### src/hw/kmd_regs.svh
// offsets, limits, response codes, reset values and timing counts of the keypad menu block
`ifndef KMD_REGS_SVH
`define KMD_REGS_SVH
`define KMD_CLK_HZ        40000000
`define KMD_MSG_TIME_MS   1000
`define KMD_MSG_CYC       ((`KMD_CLK_HZ / 1000) * `KMD_MSG_TIME_MS)
`define KMD_DEB_TIME_MS   10
`define KMD_DEB_CYC       ((`KMD_CLK_HZ / 1000) * `KMD_DEB_TIME_MS)
`define KMD_MONSEL_OFS    8'h00
`define KMD_STATUS_OFS    8'h04
`define KMD_MONSEL_RST    5'h00
`define KMD_MON_MAX       5'h10
`define KMD_FAULT_MIN     5'h01
`define KMD_FAULT_MAX     5'h16
`define KMD_GRP_MAX       3'h4
`define KMD_DIGITS        3'h5
`define KMD_RESP_OKAY     2'h0
`define KMD_RESP_DECERR   2'h3
`endif

### src/hw/kmd_pkg.sv
// types shared by the keypad menu block
package kmd_pkg;
  typedef enum logic [4:0] {
    G_0 = 5'h00, G_1 = 5'h01, G_2 = 5'h02, G_3 = 5'h03, G_4 = 5'h04,
    G_5 = 5'h05, G_6 = 5'h06, G_7 = 5'h07, G_8 = 5'h08, G_9 = 5'h09,
    G_BLANK = 5'h0A, G_MINUS = 5'h0B, G_A = 5'h0C, G_C = 5'h0D, G_D = 5'h0E,
    G_E = 5'h0F, G_L = 5'h10, G_N = 5'h11, G_O = 5'h12, G_P = 5'h13,
    G_R = 5'h14, G_S = 5'h15, G_U = 5'h16
  } kmd_glyph_t;
  typedef struct packed {
    logic group; logic shift; logic up; logic down; logic confirm;
  } kmd_keys_t;
  typedef struct packed {
    logic read_only; logic need_stop; logic volatile_only;
    logic restart; logic is_cmd; logic wide; logic signed_ok;
  } kmd_attr_t;
  typedef struct packed {
    logic [4:0][4:0] ch;
    logic [4:0]      dp;
    logic [4:0]      blink;
  } kmd_disp_t;
  typedef enum logic [2:0] {
    M_END = 3'h0, M_ERR_RO = 3'h1, M_ERR_PW = 3'h2, M_ERR_VAL = 3'h3,
    M_SRV_ON = 3'h4, M_NO_EE = 3'h5, M_RESTART = 3'h6
  } kmd_msg_t;
  typedef enum logic [5:0] {
    S_BOOT = 6'h01, S_MON = 6'h02, S_MONCODE = 6'h04,
    S_PARAM = 6'h08, S_SET = 6'h10, S_MSG = 6'h20
  } kmd_state_t;
endpackage : kmd_pkg

### src/hw/kmd_key_filter.sv
// debounce of one key with a single pulse per press
`timescale 1ns/1ps
`include "kmd_regs.svh"
module kmd_key_filter import kmd_pkg::*; #(
  parameter int CYC = `KMD_DEB_CYC
) (
  input  wire logic clk,       // system clock
  input  wire logic reset,     // async reset
  input  wire logic key_raw,   // raw key level, high while pressed
  output logic      key_press  // one-cycle pulse per press
);
  logic [31:0] cnt;
  logic        stable;
  always_ff @(posedge clk or posedge reset) begin
    if (reset) begin
      cnt       <= 32'h0;
      stable    <= 1'b0;
      key_press <= 1'b0;
    end else begin
      key_press <= 1'b0;
      if (key_raw == stable) begin
        cnt <= 32'h0;
      end else if (cnt >= 32'(CYC - 1)) begin
        cnt       <= 32'h0;
        stable    <= key_raw;
        key_press <= key_raw;
      end else begin
        cnt <= cnt + 32'h1;
      end
    end
  end
endmodule : kmd_key_filter

### src/hw/kmd_value_fmt.sv
// signed five-digit value to display glyphs and decimal points
`timescale 1ns/1ps
module kmd_value_fmt import kmd_pkg::*; (
  input  wire logic [19:0]     bcd,  // five bcd digits, digit 0 rightmost
  input  wire logic            neg,  // value is negative
  input  wire logic            wide, // value uses five digits
  output logic      [4:0][4:0] ch,   // glyphs, index 0 rightmost
  output logic      [4:0]      dp    // decimal points
);
  always_comb begin
    for (int i = 0; i < 5; i++) begin
      ch[i] = bcd[i*4 +: 4] > 4'h9 ? G_BLANK : {1'b0, bcd[i*4 +: 4]};
    end
    dp = 5'h00;
    if (wide) begin
      dp = neg ? 5'h1F : 5'h00;
    end else begin
      ch[4] = neg ? G_MINUS : G_BLANK;
    end
  end
endmodule : kmd_value_fmt

### src/hw/kmd_menu.sv
// keypad menu state machine with display and register bus
//
// Overview of operation
// - confirm in parameter mode enters setting mode showing the current value
// - group key in setting mode returns to parameter mode, edit discarded
// - digit-left key moves the blinking cursor one digit left
// - up and down keys raise or lower the digit under the cursor
// - confirm stores the edited value, or executes a command parameter
// - each confirm in setting mode shows one outcome message for about one second
// - a good save shows the end code (volatile and restart parameters show their own message) then returns to parameter mode
// - read-only parameters are refused with the write-protected message
// - wrong or missing password refuses the change with its message
// - an invalid value is refused with the invalid value message
// - running servo refuses stop-only parameters with the running message
// - volatile parameters are accepted without a nonvolatile write
// - restart parameters are stored, old value kept until power-up
// - group key in parameter mode drops pending change, goes to monitor
// - a fault in monitor mode shows the alarm prefix and two-digit code 1 to 22
// - five-digit negatives light all decimal points; sign via digit-left
// - shorter negatives show a leading minus; sign via digit-left
// - power-up shows the monitor code one second, then monitor mode
// - up/down step monitor quantities; the select register picks directly
// - power-up quantity is the stored monitor-select value, or 0 if that is above 16
// - monitor select values 0 to 16 name the seventeen quantities
`timescale 1ns/1ps
`include "kmd_regs.svh"
module kmd_menu import kmd_pkg::*; #(
  parameter int MSG_CYC = `KMD_MSG_CYC,
  parameter int DEB_CYC = `KMD_DEB_CYC
) (
  input  wire logic        clk,           // 40 MHz clock
  input  wire logic        reset,         // async reset, active high
  input  wire kmd_keys_t   key_raw,       // raw key levels
  input  wire logic [4:0]  mon_sel_stored,// stored monitor select value
  input  wire logic [19:0] mon_bcd,       // selected monitor value, bcd
  input  wire logic        mon_neg,       // monitor value negative
  input  wire logic        mon_wide,      // monitor value uses five digits
  input  wire logic        fault_active,  // drive fault present
  input  wire logic [4:0]  fault_code,    // drive fault code
  input  wire logic [19:0] param_cur_bcd, // value of addressed parameter
  input  wire logic        param_cur_neg, // its sign
  input  wire logic [19:0] param_lim_bcd, // largest magnitude allowed
  input  wire kmd_attr_t   param_attr,    // attributes of addressed parameter
  input  wire logic        password_ok,   // password entered and correct
  input  wire logic        servo_running, // servo enabled and running
  output logic [2:0]       param_group,   // addressed parameter group
  output logic [5:0]       param_index,   // addressed parameter number
  output logic             param_wr,      // store pulse
  output logic             param_wr_nv,   // store also to nonvolatile memory
  output logic             param_deferred,// value takes effect at power-up
  output logic             param_exec,    // command execute pulse
  output logic [19:0]      param_wr_bcd,  // value stored
  output logic             param_wr_neg,  // sign stored
  output logic [4:0]       mon_sel,       // selected monitor quantity
  output kmd_disp_t        disp,          // display glyphs, points, blink
  input  wire logic [7:0]  s_axi_awaddr,  // write address
  input  wire logic        s_axi_awvalid, // write address valid
  output logic             s_axi_awready, // write address ready
  input  wire logic [31:0] s_axi_wdata,   // write data
  input  wire logic [3:0]  s_axi_wstrb,   // write strobes
  input  wire logic        s_axi_wvalid,  // write data valid
  output logic             s_axi_wready,  // write data ready
  output logic [1:0]       s_axi_bresp,   // write response
  output logic             s_axi_bvalid,  // write response valid
  input  wire logic        s_axi_bready,  // write response ready
  input  wire logic [7:0]  s_axi_araddr,  // read address
  input  wire logic        s_axi_arvalid, // read address valid
  output logic             s_axi_arready, // read address ready
  output logic [31:0]      s_axi_rdata,   // read data
  output logic [1:0]       s_axi_rresp,   // read response
  output logic             s_axi_rvalid,  // read data valid
  input  wire logic        s_axi_rready   // read data ready
);
  // ------------------------------------------------------------
  // helpers
  // ------------------------------------------------------------
  function automatic logic [9:0] two_dig(input logic [6:0] v);
    logic [6:0] t;
    t = v / 7'd10;
    return {1'b0, t[3:0], 1'b0, 4'(v - t * 7'd10)};
  endfunction : two_dig

  function automatic logic [3:0] bcd_step(input logic [3:0] d, input logic up);
    if (up) return (d >= 4'h9) ? 4'h0 : d + 4'h1;
    return (d == 4'h0) ? 4'h9 : d - 4'h1;
  endfunction : bcd_step

  function automatic logic [24:0] msg_ch(input kmd_msg_t m);
    case (m)
      M_END:     return {G_MINUS, G_E, G_N, G_D, G_MINUS};
      M_ERR_RO:  return {G_E, G_R, G_R, G_MINUS, G_R};
      M_ERR_PW:  return {G_E, G_R, G_R, G_MINUS, G_P};
      M_ERR_VAL: return {G_E, G_R, G_R, G_MINUS, G_C};
      M_SRV_ON:  return {G_S, G_R, G_U, G_O, G_N};
      M_NO_EE:   return {G_N, G_O, G_MINUS, G_E, G_E};
      default:   return {G_P, G_O, G_MINUS, G_O, G_N};
    endcase
  endfunction : msg_ch

  // ------------------------------------------------------------
  // key filters
  // ------------------------------------------------------------
  logic [4:0] press;
  kmd_keys_t  k;
  assign k = press;
  for (genvar i = 0; i < 5; i++) begin : g_key
    kmd_key_filter #(.CYC(DEB_CYC)) u_key (
      .clk       (clk),
      .reset     (reset),
      .key_raw   (key_raw[i]),
      .key_press (press[i])
    );
  end

  // ------------------------------------------------------------
  // outcome of a confirm
  // ------------------------------------------------------------
  kmd_state_t  state;
  logic [31:0] timer;
  logic [19:0] edit_bcd;
  logic        edit_neg;
  logic [2:0]  cursor;
  kmd_msg_t    msg;
  kmd_msg_t    next_msg;
  logic        refuse;
  logic [2:0]  top_digit;

  assign top_digit = param_attr.wide ? 3'h4 : 3'h3;

  // refusals are checked in this order; the first that applies is shown
  always_comb begin
    refuse   = 1'b1;
    next_msg = M_END;
    if (param_attr.read_only) begin
      next_msg = M_ERR_RO;
    end else if (!password_ok) begin
      next_msg = M_ERR_PW;
    end else if (servo_running && param_attr.need_stop) begin
      next_msg = M_SRV_ON;
    end else if (edit_bcd > param_lim_bcd || (edit_neg && !param_attr.signed_ok)) begin
      next_msg = M_ERR_VAL;
    end else begin
      refuse = 1'b0;
      if (param_attr.volatile_only) next_msg = M_NO_EE;
      else if (param_attr.restart) next_msg = M_RESTART;
    end
  end

  // ------------------------------------------------------------
  // menu state
  // ------------------------------------------------------------
  always_ff @(posedge clk or posedge reset) begin
    if (reset) begin
      state <= S_BOOT;
      timer <= 32'h0;
      msg   <= M_END;
    end else begin
      if (timer != 32'h0) timer <= timer - 32'h1;
      case (state)
        S_BOOT: begin
          timer <= 32'(MSG_CYC - 1);
          state <= S_MONCODE;
        end
        S_MONCODE: begin
          if (timer == 32'h0) state <= S_MON;
        end
        S_MON: begin
          if (k.group) begin
            state <= S_PARAM;
          end else if (k.up || k.down) begin
            timer <= 32'(MSG_CYC - 1);
            state <= S_MONCODE;
          end
        end
        S_PARAM: begin
          if (k.group) state <= S_MON;
          else if (k.confirm) state <= S_SET;
        end
        S_SET: begin
          if (k.group) begin
            state <= S_PARAM;
          end else if (k.confirm) begin
            msg   <= next_msg;
            timer <= 32'(MSG_CYC - 1);
            state <= S_MSG;
          end
        end
        S_MSG: begin
          if (timer == 32'h0) state <= S_PARAM;
        end
        default: state <= S_BOOT;
      endcase
    end
  end

  // ------------------------------------------------------------
  // parameter address and edit buffer
  // ------------------------------------------------------------
  always_ff @(posedge clk or posedge reset) begin
    if (reset) begin
      param_group <= 3'h0;
      param_index <= 6'h00;
      edit_bcd    <= 20'h00000;
      edit_neg    <= 1'b0;
      cursor      <= 3'h0;
    end else if (state == S_PARAM) begin
      if (k.shift) param_group <= (param_group >= `KMD_GRP_MAX) ? 3'h0 : param_group + 3'h1;
      if (k.up) param_index <= param_index + 6'h01;
      if (k.down) param_index <= param_index - 6'h01;
      if (k.confirm) begin
        edit_bcd <= param_cur_bcd;
        edit_neg <= param_cur_neg;
        cursor   <= 3'h0;
      end
    end else if (state == S_SET) begin
      if (k.shift) begin
        if (cursor >= top_digit) begin
          cursor   <= 3'h0;
          edit_neg <= ~edit_neg;
        end else begin
          cursor <= cursor + 3'h1;
        end
      end else if (k.up || k.down) begin
        edit_bcd[cursor*4 +: 4] <= bcd_step(edit_bcd[cursor*4 +: 4], k.up);
      end
    end
  end

  // store and execute strobes
  always_ff @(posedge clk or posedge reset) begin
    if (reset) begin
      param_wr       <= 1'b0;
      param_exec     <= 1'b0;
      param_wr_nv    <= 1'b0;
      param_deferred <= 1'b0;
      param_wr_bcd   <= 20'h00000;
      param_wr_neg   <= 1'b0;
    end else begin
      param_wr   <= 1'b0;
      param_exec <= 1'b0;
      if (state == S_SET && k.confirm && !k.group && !refuse) begin
        param_wr       <= !param_attr.is_cmd;
        param_exec     <= param_attr.is_cmd;
        param_wr_nv    <= !param_attr.volatile_only;
        param_deferred <= param_attr.restart;
        param_wr_bcd   <= edit_bcd;
        param_wr_neg   <= edit_neg;
      end
    end
  end

  // ------------------------------------------------------------
  // register bus
  // ------------------------------------------------------------
  logic [7:0] aw_addr;
  logic [7:0] w_byte;
  logic       w_be;
  logic       wr_fire;
  assign wr_fire = !s_axi_awready && !s_axi_wready && !s_axi_bvalid;

  always_ff @(posedge clk or posedge reset) begin
    if (reset) begin
      s_axi_awready <= 1'b1;
      s_axi_wready  <= 1'b1;
      s_axi_bvalid  <= 1'b0;
      s_axi_bresp   <= `KMD_RESP_OKAY;
      aw_addr       <= 8'h00;
      w_byte        <= 8'h00;
      w_be          <= 1'b0;
    end else begin
      if (s_axi_awvalid && s_axi_awready) begin
        s_axi_awready <= 1'b0;
        aw_addr       <= s_axi_awaddr;
      end
      if (s_axi_wvalid && s_axi_wready) begin
        s_axi_wready <= 1'b0;
        w_byte       <= s_axi_wdata[7:0];
        w_be         <= s_axi_wstrb[0];
      end
      if (wr_fire) begin
        s_axi_bvalid <= 1'b1;
        s_axi_bresp  <= (aw_addr == `KMD_MONSEL_OFS || aw_addr == `KMD_STATUS_OFS) ?
                        `KMD_RESP_OKAY : `KMD_RESP_DECERR;
      end
      if (s_axi_bvalid && s_axi_bready) begin
        s_axi_bvalid  <= 1'b0;
        s_axi_awready <= 1'b1;
        s_axi_wready  <= 1'b1;
      end
    end
  end

  always_ff @(posedge clk or posedge reset) begin
    if (reset) begin
      s_axi_arready <= 1'b1;
      s_axi_rvalid  <= 1'b0;
      s_axi_rdata   <= 32'h00000000;
      s_axi_rresp   <= `KMD_RESP_OKAY;
    end else if (s_axi_arvalid && s_axi_arready) begin
      s_axi_arready <= 1'b0;
      s_axi_rvalid  <= 1'b1;
      s_axi_rresp   <= `KMD_RESP_OKAY;
      s_axi_rdata   <= 32'h00000000;
      if (s_axi_araddr == `KMD_MONSEL_OFS) s_axi_rdata <= {27'h0, mon_sel};
      else if (s_axi_araddr == `KMD_STATUS_OFS) s_axi_rdata <= {14'h0, edit_neg, cursor, 1'b0, msg, 4'h0, state};
      else s_axi_rresp <= `KMD_RESP_DECERR;
    end else if (s_axi_rvalid && s_axi_rready) begin
      s_axi_rvalid  <= 1'b0;
      s_axi_arready <= 1'b1;
    end
  end

  // ------------------------------------------------------------
  // monitor select
  // ------------------------------------------------------------
  // the stored value is taken in the first clocked cycle after release
  always_ff @(posedge clk or posedge reset) begin
    if (reset) begin
      mon_sel <= `KMD_MONSEL_RST;
    end else if (state == S_BOOT) begin
      mon_sel <= (mon_sel_stored > `KMD_MON_MAX) ? `KMD_MONSEL_RST : mon_sel_stored;
    end else if (wr_fire && w_be && aw_addr == `KMD_MONSEL_OFS) begin
      if (w_byte[4:0] <= `KMD_MON_MAX && w_byte[7:5] == 3'h0) mon_sel <= w_byte[4:0];
    end else if (state == S_MON && k.up && !k.group) begin
      mon_sel <= (mon_sel >= `KMD_MON_MAX) ? 5'h00 : mon_sel + 5'h01;
    end else if (state == S_MON && k.down && !k.group) begin
      mon_sel <= (mon_sel == 5'h00) ? `KMD_MON_MAX : mon_sel - 5'h01;
    end
  end

  // ------------------------------------------------------------
  // display
  // ------------------------------------------------------------
  logic [4:0][4:0] fmt_ch;
  logic [4:0]      fmt_dp;
  logic            fault_ok;
  kmd_disp_t       next_disp;
  assign fault_ok = fault_active && fault_code >= `KMD_FAULT_MIN && fault_code <= `KMD_FAULT_MAX;

  kmd_value_fmt u_fmt (
    .bcd  (state == S_SET ? edit_bcd : mon_bcd),
    .neg  (state == S_SET ? edit_neg : mon_neg),
    .wide (state == S_SET ? param_attr.wide : mon_wide),
    .ch   (fmt_ch),
    .dp   (fmt_dp)
  );

  always_comb begin
    next_disp = '0;
    case (state)
      S_MON: begin
        if (fault_ok) next_disp.ch = {G_A, G_L, G_E, two_dig({2'b00, fault_code})};
        else begin
          next_disp.ch = fmt_ch;
          next_disp.dp = fmt_dp;
        end
      end
      S_PARAM: next_disp.ch = {G_P, 2'b00, param_group, G_MINUS, two_dig({1'b0, param_index})};
      S_SET: begin
        next_disp.ch    = fmt_ch;
        next_disp.dp    = fmt_dp;
        next_disp.blink = 5'(5'h01 << cursor);
      end
      S_MSG: next_disp.ch = msg_ch(msg);
      default: next_disp.ch = {G_MINUS, G_MINUS, G_BLANK, two_dig({2'b00, mon_sel})};
    endcase
  end

  always_ff @(posedge clk or posedge reset) begin
    if (reset) disp <= '0;
    else disp <= next_disp;
  end
endmodule : kmd_menu

### config.mk
export PLATFORM = sky130hd
export DESIGN_NAME = kmd_menu
export DESIGN_NICKNAME = d
export VERILOG_FILES = /design/src/hw/kmd_pkg.sv /design/src/hw/kmd_key_filter.sv /design/src/hw/kmd_value_fmt.sv /design/src/hw/kmd_menu.sv
export VERILOG_INCLUDE_DIRS = /design/src /design/src/hw
export SDC_FILE = /design/constraint.sdc
export NUM_CORES = 1
export LEC_CHECK = 0
export BUFFER_PORTS_ARGS = -buffer_cell sky130_fd_sc_hd__clkbuf_2
export CORE_ASPECT_RATIO = 0.7
export CORE_MARGIN = 8
export CORE_UTILIZATION = 25
export DETAILED_ROUTE_END_ITERATION = 8
export HOLD_SLACK_MARGIN = 0.05
export PLACE_DENSITY = 0.39
export SYNTH_ARGS = -nofsm -noshare
export SYNTH_HDL_FRONTEND = slang
export SYNTH_SLANG_ARGS = --single-unit
### constraint.sdc
create_clock -name clk -period 18.9 [get_ports clk]
set_clock_uncertainty 0.05 [all_clocks]
set_input_delay 3.78 -clock clk [delete_from_list [all_inputs] [get_ports clk]]
set_output_delay 3.78 -clock clk [all_outputs]
set_load 0.01 [all_outputs]
After elaboration in Yosys (flattened, before gate mapping)
Cells that the tools add are included.
- output and inout port bits: 115
- word-level logic and storage cells: 312
- register bits: 367
- input port bits: 147
- $mul: 3
- add/subtract/negate cells: 18
- muxes and demuxes: 121
- bitwise operators: 7
- $lt $le $gt $ge: 19
- shift operators: 4
- reductions and logical operators: 63
- div/mod/pow operators: 3
- equal/unequal tests: 26
- operators with widths (kind ; number):
    2-to-1 mux 32 bit ; 15
    adder 32 x 1 -> 32 bit (second input constant) ; 5
    greater-or-equal comparator 32 x 19 -> 1 bit (second input constant) ; 5
    one-hot mux 25 bit (6 select lines) ; 1
    2-to-1 mux 20 bit ; 6
    one-hot mux 25 bit (4 select lines) ; 1
    one-hot mux 32 bit (3 select lines) ; 1
    2-to-1 mux 5 bit ; 13
    2-to-1 mux 6 bit ; 10
    2-to-1 mux 4 bit ; 13
    2-to-1 mux 1 bit ; 39
    2-to-1 mux 3 bit ; 13
    2-to-1 mux 18 bit ; 2
    one-hot mux 6 bit (6 select lines) ; 1
    negation 5 -> 34 bit ; 1
    variable shift 4 x 34 -> 20 bit (first input constant) ; 1
    variable part select 4 x 34 -> 20 bit ; 1
    logical NOT 32 bit ; 1
    nonzero test 32 bit ; 1
    subtractor 32 x 1 -> 32 bit (second input constant) ; 1
    2-to-1 mux 25 bit ; 1
    logical AND 1 bit ; 21
    multiplier 7 x 3 -> 3 bit (second input constant) ; 3
    bitwise mux 20 bit ; 1
    other kinds (51) ; 107

Depth between registers and ports, before layout
- depth after elaboration: 16
- depth in mapped cells: 16
- depth with buffers taken out: 15

Cells and area by module
A second synthesis with hierarchy kept.
- cell total of the unflattened synthesis: 1751
- area, all modules: 17465.5 um^2
- by module, submodules not included (module ; sequential area each (um^2) ; area each (um^2) ; cells an instance ; instances):
    kmd_menu ; 4409.2 ; 10258.6 ; 1092 ; 1
    kmd_key_filter ; 850.8 ; 1393.8 ; 124 ; 5
    kmd_value_fmt ; 0.0 ; 237.7 ; 39 ; 1

Worst setup path before layout
OpenSTA, ideal clock, no wires.
- path type: input to register
- from: in param_lim_bcd[19]
- to: reg param_wr_bcd[10]
- stages on the path: 9
- required time: 18.725 ns
- path buffers: 1
- slack: 12.501 ns
- library setup time: 0.125 ns
- data arrival time: 6.224 ns
- path through: inv_1 ha_1 nand4_1 or4_1 nor4_1 a21oi_1 nor4_2 buf_2 mux2_2
- longest elaborated chain between the ends: 8
- RTL lines (item ; RTL line ; text):
    start, declared ; kmd_menu.sv:42 ; input wire logic [19:0] param_lim_bcd,
    > comparator 20 bit ; kmd_menu.sv:140 ; end else if (edit_bcd > param_lim_bcd || (edit_neg && !param_attr.signed_ok)) begin
    logical OR 1 bit ; kmd_menu.sv:140 ;
    2-to-1 mux 1 bit ; kmd_menu.sv:140 ;
    2-to-1 mux 1 bit ; kmd_menu.sv:138 ; end else if (servo_running && param_attr.need_stop) begin
    2-to-1 mux 1 bit ; kmd_menu.sv:136 ; end else if (!password_ok) begin
    2-to-1 mux 1 bit ; kmd_menu.sv:134 ; if (param_attr.read_only) begin
    logical NOT 1 bit ; kmd_menu.sv:241 ; if (state == S_SET && k.confirm && !k.group && !refuse) begin
    logical AND 1 bit ; kmd_menu.sv:241 ;
    end signal, assigned ; kmd_menu.sv:246 ; param_wr_bcd <= edit_bcd;
    end, declared ; kmd_menu.sv:52 ; output logic [19:0] param_wr_bcd,
Every way passes these cells.
A chain may end at the register's enable or synchronous reset.

Worst setup path in the final report
- from: in param_lim_bcd[19]
- to: reg param_wr_bcd[8]
Same word-level chain as after synthesis.

==> impl_metrics.ini <==
[status]
outcome = finished clean

[final_layout]
fin_nets = 2175
drive_gt1_share_pct = 18.4
mostFrequentLayoutCell = dfrtp_1
layout_common_cells = 338 x dfrtp_1, 215 x clkbuf_2, 203 x nor2_1
areaGrowthSynthToFinish_pct = 21.3

[global_routing]
grt_pass1_wl_um = 81800
first_global_vias = 13100
gr-total-overflow = 0
grt_start_max_net_pins = 123
grt_usage_pct = 13.7
antenna_found_initial = 11

[placed_design]
hpwl_um = 39500
io_buffers = 215
gp_congestion = 0.812
pre_cts_ws_ns = 12.02

[power]
cellPowerDensity_nw_per_um2 = 85.1
vdd_drop_max_mv = 0.0603
p_total_mw = 1.75
power_leakage_nw = 9.21

[clocking]
htreeDepth = 2
clk_latency_ns = 0.57
cts_root_buffer = clkbuf_16
cts_resized = 0
numClockSinks = 342
cts_tree = done
cts_hold_buf = 0
clkTransAtPathRegs_ns = 0.06
cts_setup_buffers = 0
cts_buffers = 40
clockBufferDepth = 3

[logic_synthesis]
synth_top_family_by_area = simple AND/OR/NAND/NOR gates
synthFlopType = dfrtp_1
synth_fa_ha_area_share_pct = 5.22
synth_top_cell_area_share_pct = 49.9
synth_edf_count = 0
synth_area_leaders = dfrtp_1 50%, ha_1 4.9%, nor2_1 4.5%, xor2_1 3.8%, mux2_2 3.1%
synth-simple-area-share_pct = 18.8
synthDistinctLibCells = 73
ys_seq_elements = 342
synth_top_area_cell = dfrtp_1
ys_warn_count = 0
synth_compound_area_share_pct = 10.7
yosysSeqAreaShare_pct = 50.5
netlist_instances = 1684
muxShareOfSynthArea_pct = 4.06
synthXorXnorAreaFrac_pct = 6.86
synth_async_sr_flop_share_pct = 100
syn_area_per_cell_um2 = 10.1
synth_area_um2 = 17000

[die]
start_util_pct = 25.1
dieArea_um2 = 76600
core_um2 = 67700
die_x_um = 327
io_pins = 262
die_y_um = 234
num_rows = 80

[worst_setup_path]
required_ns = 19.28
critPathKind = in2reg
critPathMaxFanout = 17
cp.arrival_ns = 6.67
critPathLaunchType = input pin
cp-end-kind = flip-flop

[timing]
fmax_mhz = 159
period_share_pct = 33.3
slew_headroom_pct = 19.7
tightestPinTransition_ns = 1.19
finalHoldViolCount = 0
maxSlewViolCount = 0
rsz0062_at_grt = false
setup_slack_ns = 12.61
timing.hold.ws_ns = 0.424
setup_tns_ns = 0
setup_viol = 0
period_minus_slack_ns = 6.29

[run]
cap_violations = 0

[detailed_routing]
drt_iter0_markers = 913
antenna_left = 0
vias_per_cell = 4.55
vias = 13200
drtPass1Iterations = 5
routedWlPerCell_um = 18.5
drc = 0
wl_um = 53700

[hold_path]
hold_class = reg2reg
==> synth_stat cells, types with 4 or more instances <==
library cell / n
a211oi_1: 12
a21boi_0: 4
a21o_1: 7
a21oi_1: 92
a22o_1: 9
a31oi_1: 21
and2_1: 10
and3_1: 35
and4_1: 9
buf_4: 25
clkbuf_1: 39
dfrtp_1: 338
dfstp_2: 4
ha_1: 66
inv_1: 71
mux2_2: 46
mux2i_1: 16
nand2_1: 122
nand2_2: 4
nand2b_1: 13
nand3_1: 52
nand3b_1: 13
nand4_1: 29
nand4b_1: 4
nor2_1: 203
nor2b_1: 15
nor3_1: 44
nor3b_1: 11
nor4_1: 35
nor4b_1: 4
o211ai_1: 19
o21ai_0: 85
o221ai_1: 6
o22ai_1: 8
or3_1: 6
or4_1: 5
xnor2_1: 57
xor2_1: 74
==> path summary, 6_finish.rpt <==
check / from / end / slack (ns) / cells past startpoint
max: param_lim_bcd[19] / param_wr_bcd[8]$_DFFE_PP0P_ / 12.61 / 10
min: g_key[2].u_key.stable$_DFFE_PP0P_ / g_key[2].u_key.key_press$_DFF_PP0_ / 0.42 / 1
max reg2reg: mon_sel[3]$_DFFE_PP0P_ / disp[13]$_DFF_PP0_ / 15.00 / 15
min reg2reg: g_key[2].u_key.stable$_DFFE_PP0P_ / g_key[2].u_key.key_press$_DFF_PP0_ / 0.42 / 1
max in group asynchronous: reset / param_wr_bcd[16]$_DFFE_PP0P_ / 12.99 / 4
min in group asynchronous: reset / g_key[4].u_key.stable$_DFFE_PP0P_ / 3.34 / 2
==> power breakdown <==
group | switching, mW | internal, mW
combinational | 0.0710 | 0.0563
sequential | 0.0281 | 0.769
clock | 0.328 | 0.499
total | 0.427 | 1.32
==> state kept, by name, summed over array words and instances (netlist names), 3 cells and up <==
| signal | cells |
|---|---|
| g_key.u_key.key_press | 5 |
| disp | 31 |
| aw_addr | 8 |
| edit_bcd | 20 |
| s_axi_rdata | 13 |
| timer | 32 |
| g_key.u_key.stable | 5 |
| state | 6 |
| param_group | 3 |
| mon_sel | 5 |
| param_index | 6 |
| param_wr_bcd | 20 |
| w_byte | 8 |
| cursor | 3 |
| msg | 3 |
| g_key.u_key.cnt | 160 |
==> critical path, cell delays in order <==
cell and delay (ns):
clkbuf_2 0.08, inv_1 0.05, ha_1 0.28, nand4_1 0.16
or4_1 0.62, nor4_1 0.30, a21oi_1 0.18, nor4_4 0.49
buf_4 0.37, mux2_2 0.37
==> metal layers <==
layer,vias up,wire length (µm),GRT usage (%)
met5,-,104,0
met4,14,1030,3.30
met3,81,4070,4.09
met2,318,22700,20.4
met1,6359,25800,19.5
li1,6399,-,-
==> through the flow <==
step           instances  cell area (µm²)  utilization (%)
6_report            2897            20600             30.4
5_1_grt             2895            20600             30.4
4_1_cts             2893            20600             30.4
3_5_place_dp        2819            19200             28.3
3_3_place_gp        2819            19200             28.3
2_1_floorplan       1767            17300                -
==> logic make-up after synthesis <==
logic type | Yosys count
AO/OA/AOI/OAI | 298
XOR/XNOR | 132
buffers and inverters | 143
other | 1
multiplexers | 63
flip-flops | 342
AND/OR/NAND/NOR | 636
adder cells (fa/ha/maj) | 69
==> layout make-up <==
class	count	area, µm²
inverters	71	274
clock inverters	21	300
fillers	7131	47100
repair buffers	222	1130
flip-flops and latches	342	8560
multi-input cells	1282	8070
well taps	902	1130
diodes	4	10.0
clock buffers	53	1110
No activity file was read; power rests on OpenSTA's default activity.
